File: src/hw/sdp_pkg.sv
package sdp_pkg;
  // drive state of the two bridge channels
  typedef enum logic [1:0] {
    SDP_ST_STANDBY,
    SDP_ST_BOOST,
    SDP_ST_RUN,
    SDP_ST_THERMAL
  } sdp_state_type;

  // timing
  localparam int SDP_CLK_HZ = 100_000_000;
  localparam int SDP_BOOST_SETTLE_US = 1000;
  localparam int SDP_BOOST_SETTLE_CYC = SDP_BOOST_SETTLE_US * (SDP_CLK_HZ / 1_000_000);

  // excitation level codes, signed percent
  localparam logic signed [7:0] SDP_LEVEL_POS_FULL = 8'sh64;
  localparam logic signed [7:0] SDP_LEVEL_NEG_FULL = -8'sh64;
  localparam logic signed [7:0] SDP_LEVEL_OFF = 8'sh00;

  // full-step position index after standby release
  localparam logic [1:0] SDP_POS_INIT = 2'h0;
  localparam int SDP_CHANNELS = 2;
endpackage

File: src/hw/sdp_fault_if.sv
// per-channel fault view shared between top and fault latch
interface sdp_fault_if #(parameter int CHANNELS = 2);
  logic [CHANNELS-1:0] short_raw;
  logic [CHANNELS-1:0] sense_open;
  logic [CHANNELS-1:0] chan_off;
  logic drive_type_select;
  logic chip_active;
  modport latch (input short_raw, input sense_open, input drive_type_select, input chip_active,
    output chan_off);
  modport top (output short_raw, output sense_open, output drive_type_select, output chip_active,
    input chan_off);
endinterface

File: src/hw/sdp_short_latch.sv
module sdp_short_latch #(
  parameter int CHANNELS = 2
) (
  // clock and reset
  input wire logic clk,
  input wire logic rst_n,
  // fault view
  sdp_fault_if.latch flt
);
  import sdp_pkg::*;

  logic [CHANNELS-1:0] latched_r;
  logic [CHANNELS-1:0] latched_nxt;
  logic [CHANNELS-1:0] trip;
  logic any_trip;

  // open sense node counts as a short on that channel
  assign trip = flt.short_raw | flt.sense_open;
  assign any_trip = |(trip | latched_r);
  // stepper mode groups channels, dc mode keeps them apart
  assign latched_nxt = !flt.chip_active ? '0 :
    (flt.drive_type_select ? (latched_r | trip)
                           : (any_trip ? '1 : latched_r));
  assign flt.chan_off = latched_r;

  // latch held until chip_active drops
  always_ff @(posedge clk or negedge rst_n) begin
    if (!rst_n) begin
      latched_r <= '0;
    end else begin
      latched_r <= latched_nxt;
    end
  end
endmodule

File: src/hw/sdp_top.sv
// Functional notes
// - efficiency_mode_enable high selects automatic current adjusting drive.
// - step-out only evaluated in high-efficiency mode, never in normal mode.
// - step-out pulls step_out_flag_n low from detection until the next step rise or until HIGH_EFFICIENCY falls.
// - output short latches the affected channel outputs off and asserts the warning output.
// - stepper mode: a short on either channel stands by both channels.
// - dc mode: short protection acts per channel, other keeps running.
// - open current_sense_node is treated as a short on that channel.
// - boost pump runs only with chip_active; outputs off until rail is ready.
// - logic_regulator enabled only with motor supply and chip_active.
// - thermal_trip turns all outputs off and asserts warning together.
// - drive resumes by itself once thermal_trip clears (hysteresis).
// - leaving standby sets channels to +100% and -100% full-step position.
// - unconnected logic inputs read low via internal pull-down.
module sdp_top
  import sdp_pkg::*;
#(
  parameter int BOOST_SETTLE_CYC = sdp_pkg::SDP_BOOST_SETTLE_CYC
) (
  // clock and reset
  input wire logic MCLK,
  input wire logic RESETN,
  // host controls
  input wire logic CHIP_ACTIVE,
  input wire logic DRIVE_TYPE_SELECT,
  input wire logic EFFICIENCY_MODE_ENABLE,
  input wire logic STEP,
  // analog monitors, digitised
  input wire logic MOTOR_SUPPLY_OK,
  input wire logic GATE_BOOST_RAIL_OK,
  input wire logic THERMAL_TRIP,
  input wire logic STEP_OUT_DETECT,
  input wire logic [1:0] SHORT_DETECT,
  input wire logic [1:0] CURRENT_SENSE_NODE_OPEN,
  // supply control
  output logic CHARGE_PUMP_EN,
  output logic LOGIC_REGULATOR_EN,
  // channel drive
  output logic [1:0] CHAN_ENABLE,
  output logic signed [7:0] CHAN1_LEVEL,
  output logic signed [7:0] CHAN2_LEVEL,
  output logic [1:0] EXCITE_POS,
  output logic HIGH_EFFICIENCY,
  output logic BOOST_READY,
  // open-drain flags, oe low drives low
  output logic STEP_OUT_FLAG_N_O,
  output logic STEP_OUT_FLAG_N_OE_N,
  output logic WARNING_N_O,
  output logic WARNING_N_OE_N
);
  import sdp_pkg::*;

  initial begin
    if (BOOST_SETTLE_CYC < 1) begin
      $error("boost settle count must be positive");
    end
  end

  ////////////////////////////////////////////////////////////////////////////
  // input conditioning

  // a floating pin arrives here as 0 or X; X is treated as low
  function automatic logic pin_level(input logic v);
    pin_level = (v === 1'b1);
  endfunction

  wire chip_active = pin_level(CHIP_ACTIVE);
  wire drive_type_select = pin_level(DRIVE_TYPE_SELECT);
  wire efficiency_mode_enable = pin_level(EFFICIENCY_MODE_ENABLE);
  wire step_in = pin_level(STEP);

  ////////////////////////////////////////////////////////////////////////////
  // fault latch

  sdp_fault_if #(.CHANNELS(SDP_CHANNELS)) flt ();
  assign flt.short_raw = SHORT_DETECT;
  assign flt.sense_open = CURRENT_SENSE_NODE_OPEN;
  assign flt.drive_type_select = drive_type_select;
  assign flt.chip_active = chip_active;

  sdp_short_latch #(.CHANNELS(SDP_CHANNELS)) u_latch (
    .clk(MCLK),
    .rst_n(RESETN),
    .flt(flt)
  );

  ////////////////////////////////////////////////////////////////////////////
  // supply sequencing

  assign CHARGE_PUMP_EN = chip_active;
  assign LOGIC_REGULATOR_EN = chip_active & MOTOR_SUPPLY_OK;

  // settle counter from chip_active rise; visible to host as BOOST_READY
  logic [31:0] settle_cnt_r;
  logic [31:0] settle_cnt_nxt;
  wire settle_done = (settle_cnt_r >= 32'(BOOST_SETTLE_CYC));
  assign settle_cnt_nxt = !chip_active ? 32'h0 : (settle_done ? settle_cnt_r : settle_cnt_r + 32'h1);

  always_ff @(posedge MCLK or negedge RESETN) begin
    if (!RESETN) begin
      settle_cnt_r <= 32'h0;
    end else begin
      settle_cnt_r <= settle_cnt_nxt;
    end
  end
  assign BOOST_READY = settle_done;

  ////////////////////////////////////////////////////////////////////////////
  // state machine

  sdp_state_type state_r;
  sdp_state_type state_nxt;
  wire rail_ok = GATE_BOOST_RAIL_OK & LOGIC_REGULATOR_EN;

  always_comb begin
    state_nxt = state_r;
    case (state_r)
      SDP_ST_STANDBY: begin
        if (chip_active) begin
          state_nxt = SDP_ST_BOOST;
        end
      end
      SDP_ST_BOOST: begin
        if (!chip_active) begin
          state_nxt = SDP_ST_STANDBY;
        end else if (rail_ok) begin
          state_nxt = SDP_ST_RUN;
        end
      end
      SDP_ST_RUN: begin
        if (!chip_active) begin
          state_nxt = SDP_ST_STANDBY;
        end else if (THERMAL_TRIP) begin
          state_nxt = SDP_ST_THERMAL;
        end else if (!rail_ok) begin
          state_nxt = SDP_ST_BOOST;
        end
      end
      SDP_ST_THERMAL: begin
        if (!chip_active) begin
          state_nxt = SDP_ST_STANDBY;
        end else if (!THERMAL_TRIP) begin
          state_nxt = SDP_ST_BOOST;
        end
      end
      default: begin
        state_nxt = SDP_ST_STANDBY;
      end
    endcase
  end

  always_ff @(posedge MCLK or negedge RESETN) begin
    if (!RESETN) begin
      state_r <= SDP_ST_STANDBY;
    end else begin
      state_r <= state_nxt;
    end
  end

  ////////////////////////////////////////////////////////////////////////////
  // excitation position

  logic step_d_r;
  logic [1:0] pos_r;
  logic [1:0] pos_nxt;
  wire step_rise = step_in & ~step_d_r;
  wire running = (state_r == SDP_ST_RUN);
  wire leaving_standby = (state_r == SDP_ST_STANDBY) & chip_active;

  assign pos_nxt = leaving_standby ? SDP_POS_INIT :
    ((running & step_rise) ? pos_r + 2'h1 : pos_r);

  always_ff @(posedge MCLK or negedge RESETN) begin
    if (!RESETN) begin
      step_d_r <= 1'b0;
      pos_r <= SDP_POS_INIT;
    end else begin
      step_d_r <= step_in;
      pos_r <= pos_nxt;
    end
  end

  // full-step table: pos 0 is (+100, -100)
  function automatic logic signed [7:0] level_of(input logic [1:0] p, input logic ch2);
    logic [1:0] q;
    q = ch2 ? p + 2'h1 : p;
    level_of = q[1] ? SDP_LEVEL_NEG_FULL : SDP_LEVEL_POS_FULL;
    if (ch2) begin
      level_of = -level_of;
    end
  endfunction

  ////////////////////////////////////////////////////////////////////////////
  // channel outputs

  // thermal trip gates the outputs directly so off and warning land together
  wire [1:0] chan_on_nxt = {2{running & ~THERMAL_TRIP}} & ~flt.chan_off;
  logic [1:0] chan_on_r;
  logic signed [7:0] lvl1_r;
  logic signed [7:0] lvl2_r;

  always_ff @(posedge MCLK or negedge RESETN) begin
    if (!RESETN) begin
      chan_on_r <= 2'h0;
      lvl1_r <= SDP_LEVEL_OFF;
      lvl2_r <= SDP_LEVEL_OFF;
    end else begin
      chan_on_r <= chan_on_nxt;
      lvl1_r <= chan_on_nxt[0] ? level_of(pos_nxt, 1'b0) : SDP_LEVEL_OFF;
      lvl2_r <= chan_on_nxt[1] ? level_of(pos_nxt, 1'b1) : SDP_LEVEL_OFF;
    end
  end
  assign CHAN_ENABLE = chan_on_r;
  assign CHAN1_LEVEL = lvl1_r;
  assign CHAN2_LEVEL = lvl2_r;
  assign EXCITE_POS = pos_r;
  assign HIGH_EFFICIENCY = efficiency_mode_enable & running;

  ////////////////////////////////////////////////////////////////////////////
  // step-out flag: low from detection until next step rise or HIGH_EFFICIENCY falls

  logic step_out_r;
  wire step_out_eval = STEP_OUT_DETECT & HIGH_EFFICIENCY;
  always_ff @(posedge MCLK or negedge RESETN) begin
    if (!RESETN) begin
      step_out_r <= 1'b0;
    end else if (step_out_eval & ~step_out_r) begin
      step_out_r <= 1'b1;
    end else if (step_rise | ~HIGH_EFFICIENCY) begin
      step_out_r <= 1'b0;
    end
  end

  // warning flag: any short latch or thermal shutdown
  logic warn_r;
  always_ff @(posedge MCLK or negedge RESETN) begin
    if (!RESETN) begin
      warn_r <= 1'b0;
    end else begin
      warn_r <= (|flt.chan_off) | THERMAL_TRIP;
    end
  end

  assign STEP_OUT_FLAG_N_O = 1'b0;
  assign STEP_OUT_FLAG_N_OE_N = ~step_out_r;
  assign WARNING_N_O = 1'b0;
  assign WARNING_N_OE_N = ~warn_r;
endmodule

File: config.mk
export PLATFORM = sky130hd
export DESIGN_NAME = sdp_top
export DESIGN_NICKNAME = d
export VERILOG_FILES = /design/src/hw/sdp_pkg.sv /design/src/hw/sdp_fault_if.sv /design/src/hw/sdp_short_latch.sv /design/src/hw/sdp_top.sv
export SDC_FILE = /design/constraint.sdc
export NUM_CORES = 1
export LEC_CHECK = 0
export CAP_MARGIN = 25
export CORE_AREA = 2 2 52 102
export DETAILED_ROUTE_END_ITERATION = 7
export DIE_AREA = 0 0 54 104
export DONT_BUFFER_PORTS = 1
export GPL_ROUTABILITY_DRIVEN = 0
export PLACE_DENSITY = 0.67
export SLEW_MARGIN = 25
export SYNTH_ARGS = -nofsm -noshare
export SYNTH_HDL_FRONTEND = slang
export SYNTH_SLANG_ARGS = --single-unit
File: constraint.sdc
create_clock -name MCLK -period 2.6 [get_ports MCLK]
set_input_delay 0.13 -clock MCLK [delete_from_list [all_inputs] [get_ports MCLK]]
set_output_delay 0.13 -clock MCLK [all_outputs]
set_load 0.01 [all_outputs]
## Word level (Yosys, flattened, before mapping)

Cells that the tools add are included.

| cells by class | value |
|---|---|
| bitwise logic cells | 20 |
| reduce and logical (&&, ||, !) cells | 5 |
| $add $sub $neg | 4 |
| magnitude comparators | 1 |
| eq/ne operators | 13 |
| muxes and demuxes | 22 |

Operator list:

| kind | number |
|---|---|
| 32-bit two-way mux | 2 |
| 32-bit by 1-bit adder with 32-bit output (second input constant) | 1 |
| 32-bit by 17-bit >= comparator with 1-bit output (second input constant) | 1 |
| 8-bit two-way mux | 4 |
| 2-bit two-way mux | 13 |
| 1-bit AND | 9 |
| 8-bit negation | 1 |
| 2-bit case mux with 4 select lines | 1 |
| 3-bit != test (second input constant) | 2 |
| 1-bit inverter | 5 |
| 2-bit by 1-bit adder with 2-bit output (second input constant) | 2 |
| 2-bit == test (second input constant) | 2 |
| 1-bit case equality test (second input constant) | 4 |
| 2-bit != test (second input constant) | 2 |
| 4-bit != test (second input constant) | 1 |
| 2-bit OR | 2 |
| 4-bit AND reduction | 1 |
| 2-bit OR reduction | 2 |
| 3-bit by 1-bit != test with 1-bit output (second input constant) | 1 |
| 2-bit AND | 1 |
| 2-bit by 1-bit == test with 1-bit output (second input constant) | 1 |
| 2-bit zero test | 1 |
| 1-bit two-way mux | 2 |
| 2-bit inverter | 1 |
| other kinds (2) | 3 |

| storage, ports and cells | value |
|---|---|
| flip-flop bits (word level) | 59 |
| output and inout bits | 28 |
| input bits | 14 |
| word-level logic and storage cells | 75 |

## Logic depth before layout (Yosys ltp)

| depth | value |
|---|---|
| depth after elaboration | 9 |
| depth in mapped cells | 6 |
| mapped depth without buffers | 5 |

## By module

Synthesis repeated with hierarchy kept, for this count alone.

| second synthesis, totals | value |
|---|---|
| cells, all modules | 225 |
| area, all modules | 2279.7 um^2 |

Modules (own cells, without submodules):

| module | times used | area each (um^2) | sequential area each (um^2) | cells an instance |
|---|---|---|---|---|
| sdp_top | 1 | 2187.1 | 1126.1 | 217 |
| sdp_short_latch | 1 | 92.6 | 50.0 | 8 |

## Least setup slack after synthesis

Ideal clock, no wire load.

| timing | value |
|---|---|
| path kind | register to register |
| from | reg settle_cnt_r[14] |
| to | reg settle_cnt_r[5] |
| slack | 555 ps |
| cell stages (with the launch flop) | 6 |
| arrival time | 1966 ps |
| setup time | 79 ps |
| path buffers | 1 |
| clock period less this slack | 2045 ps |
| data required time | 2521 ps |
| cells stage by stage | dfrtp_1 or4_1 o311a_1 clkbuf_2 or4_1 a21oi_1 |

| between the ends | value |
|---|---|
| cells in the longest elaborated chain, start to end | 2 |

Ends and longest elaborated chain:

| what | RTL line | text |
|---|---|---|
| start: declaration | sdp_top.sv:94 | `logic [31:0] settle_cnt_r;` |
| start signal: assignment | sdp_top.sv:103 | `settle_cnt_r <= settle_cnt_nxt;` |
| 32-bit by 17-bit >= comparator with 1-bit output | sdp_top.sv:96 | `wire settle_done = (settle_cnt_r >= 32'(BOOST_SETTLE_CYC));` |
| 2-bit != test (no line) | - |  |

No other way between the ends.
A chain may end at the register's enable or synchronous reset.

## Worst setup path in the final report

| timing | value |
|---|---|
| from | reg settle_cnt_r[14] |
| to | out BOOST_READY |

| between the ends | value |
|---|---|
| cells in the longest elaborated chain, start to end | 1 |

Ends and longest elaborated chain:

| what | RTL line | text |
|---|---|---|
| 32-bit by 17-bit >= comparator with 1-bit output | sdp_top.sv:96 |  |
| end: declaration | sdp_top.sv:44 | `output logic BOOST_READY,` |

No other way between the ends.

==> impl_metrics.tcl <==
set metrics [dict create \
    post-synth-top-count-cell "dfrtp_1" \
    pin_count 42 \
    drt_iter0_markers 32 \
    vias 1594 \
    grt_setup_unrepaired "no" \
    first_global_vias 1538 \
    grt_max_degree 48 \
    antenna_found_initial 0 \
    ys_seq_area_share_pct 52.7 \
    min_period_over_period_pct 88.0 \
    cp_data_required_time_ns 2.47 \
    antenna_cells 0 \
    clk_pin_slew_ns 0.09 \
    yosysTopAreaCell "dfrtp_1" \
    timing.fmax_mhz 437 \
    synthArstFlopShare_pct 100 \
    via_per_inst 5.75 \
    clock_sinks 47 \
    grt_usage_pct 16.9 \
    design.core.area_sq_um 4860 \
    synth_area_leaders "dfrtp_1 (53%), buf_4 (5.1%), and2_1 (4.8%)" \
    regArea_sq_um 1180 \
    io_buffers 0 \
    crit_type "flip-flop to output pin" \
    place_ws_ns 0.433 \
    synth_common_cells "dfrtp_1 (47), and2_1 (17), a21oi_1 (16)" \
    comb_power_share_pct 5.7 \
    rrSetupSlack_ns 0.42 \
    die-area_sq_um 5620 \
    drtPass1Iterations 4 \
    min_period_ns 2.29 \
    ir_drop_mv 0.374 \
    r2r_start "settle_cnt_r[14]" \
    crit_fanout 17 \
    cp.arrival_ns 2.16 \
    final_max_slew_viol_count 0 \
    r2r-end "settle_cnt_r[5]" \
    final_layout_size_suffix_gt1_share_pct 5.91 \
    critPathCapture "BOOST_READY" \
    die_h_um 104 \
    drc_errors 0 \
    hold_path.class "input pin to flip-flop" \
    p_sw_mw 0.305 \
    pwr-share-clk_pct 34.8 \
    status "finished clean" \
    synth_edf_count 0 \
    overflow 0 \
    drt_wl_total_um 4310 \
    fin_tns_setup_ns 0 \
    netlist_instances 218 \
    h-tree-depth 2 \
    fin_nets 235 \
    startpoint "settle_cnt_r[14]" \
    maxCapViolCount 0 \
    p_sw_share_pct 24.2 \
    fillCellCount 442 \
    synth.top_cell.area_share_pct 52.7 \
    rr_worst_depth 5 \
    hold_viol 0 \
    clk_latency_ns 0.30 \
    leakagePower_nw 1.08 \
    wl_per_cell_um 15.5 \
    fin_skew_ns 0.00543 \
    setup_violations 0 \
    cts_tree "built" \
    grt_pass1_wl_um 7170 \
    cts_made_buffers 5 \
    p_per_area_nw_per_um2 526 \
    dp_hpwl_um 2860 \
    cts_resized 0 \
    yosysWarnings 0 \
    seq_power_share_pct 59.5 \
    ys.flop_type "dfrtp_1" \
    synth-seq-cells 47 \
    syn2layout_area_growth_pct 7.52 \
    slew_headroom_pct 59.0 \
    worstMarginPinSlew_ns 0.613 \
    start_kind "flip-flop" \
    netlist_area_sq_um 2230 \
    ant_nets 0 \
    initial_core_util_pct 45.8 \
    die_w_um 54 \
    end_kind "output pin" \
    setup_ws_ns 0.312 \
    clockRootBuffer "clkbuf_8" \
    clk_path_buf_depth 2 \
    multi_input_area_sq_um 880 \
    intPower_mw 0.956 \
    rows 36 \
    syn_avg_cell_area_sq_um 10.2 \
    ys_types 36 \
]
## cell families (layout without fill, tap and decap cells)
kind of cell             count (synthesis)  after routing  share of synthesized area [%]
AND/OR/NAND/NOR                         90             90                           24.0
flip-flops                              47             47                           52.7
adder cells (fa/ha/maj)                  2              2                           1.12
multiplexers                             3              3                           1.35
XOR/XNOR                                 1              1                          0.393
other                                    1              6                          0.168
buffers and inverters                   34             31                           8.64
AO/OA/AOI/OAI                           40             40                           11.6
## layer usage
| metal | vias to the layer above | wire length [um] | GRT usage, % |
|---|---|---|---|
| met5 | - | 0 | 0 |
| met4 | 0 | 126 | 8.39 |
| met3 | 8 | 89 | 2.87 |
| met2 | 23 | 2330 | 28.3 |
| met1 | 796 | 1760 | 19.6 |
| li1 | 767 | - | - |
## registers in the layout, summed over array words and instances (netlist names)
| register | count |
|---|---|
| step_d_r | 1 |
| EXCITE_POS | 2 |
| state_r | 2 |
| CHAN_ENABLE | 1 |
| warn_r | 1 |
| settle_cnt_r | 32 |
| step_out_r | 1 |
| CHAN2_LEVEL | 3 |
| CHAN1_LEVEL | 2 |
| u_latch.flt.chan_off | 2 |
## per-stage QoR
step | instances | utilization [%] | hold WS (ns) | instance area, sq um | power [mW]
2_1_floorplan | 223 | - | -0.166 | 2250 | 0.806
3_3_place_gp | 259 | 45.0 | -0.164 | 2190 | 0.801
3_5_place_dp | 259 | 45.0 | -0.164 | 2190 | 0.803
4_1_cts | 277 | 49.3 | 0.0380 | 2400 | 1.27
5_1_grt | 277 | 49.3 | 0.0582 | 2400 | 1.32
6_report | 277 | 49.3 | 0.0469 | 2400 | 1.26
## critical path: stages (launching register included)
cell and delay [ns]:
dfrtp_1 0.41, or4_1 0.52, o311a_1 0.36, buf_4 0.19, nor2_1 0.24, inv_1 0.13
## final cells by class
type | instances | share of cell area (%)
clock inverter | 3 | 0.835
inverter | 9 | 1.41
clock buffer | 5 | 2.87
multi-input combinational | 142 | 36.7
timing repair buffer | 14 | 6.16
sequential | 47 | 49.1
tap | 57 | 2.97
## power by group through the flow
stage	clock, mW	sequential, mW	combinational [mW]
2_1_floorplan	0	0.763	0.0435
6_report	0.438	0.751	0.0718
3_3_place_gp	0	0.765	0.0365
5_1_grt	0.485	0.753	0.0818
4_1_cts	0.449	0.750	0.0731
3_5_place_dp	0	0.765	0.0374
## repair_timing
action,in CTS,in global routing
setup buffers,0,0
hold buffers,10,0
setup endpoints to repair,0,0
endpoints found under the hold margin,75,0
## worst min-delay path by stage
stage / startpoint / endpoint / slack, ns / depth (start not counted)
after detailed placement: RESETN / settle_cnt_r[1] / -0.16 / 0
after global routing: THERMAL_TRIP / state_r[1] / 0.06 / 2
after CTS: STEP / step_out_r / 0.04 / 3
final: STEP_OUT_DETECT / step_out_r / 0.05 / 2
after global placement: RESETN / settle_cnt_r[2] / -0.16 / 0
after floorplan: RESETN / CHAN1_LEVEL[4] / -0.17 / 0
## cell usage in the layout (no fill, tap or decap), drive strengths merged, types with 2 or more instances in the layout
cell / instances
nor3: 7
nor2: 5
conb: 6
clkinvlp: 2
and3: 3
o21ai: 3
dlygate4sd3: 9
clkbuf: 5
nand2b: 3
mux2i: 3
a21oi: 16
dfrtp: 47
nor2b: 2
nor4: 4
nand3: 7
or4: 14
and4: 4
clkinv: 2
or3: 3
o21a: 3
ha: 2
inv: 8
and2: 17
buf: 5
o31ai: 14
nand4: 5
nand2: 13
Power figures use the tool's default switching activity.
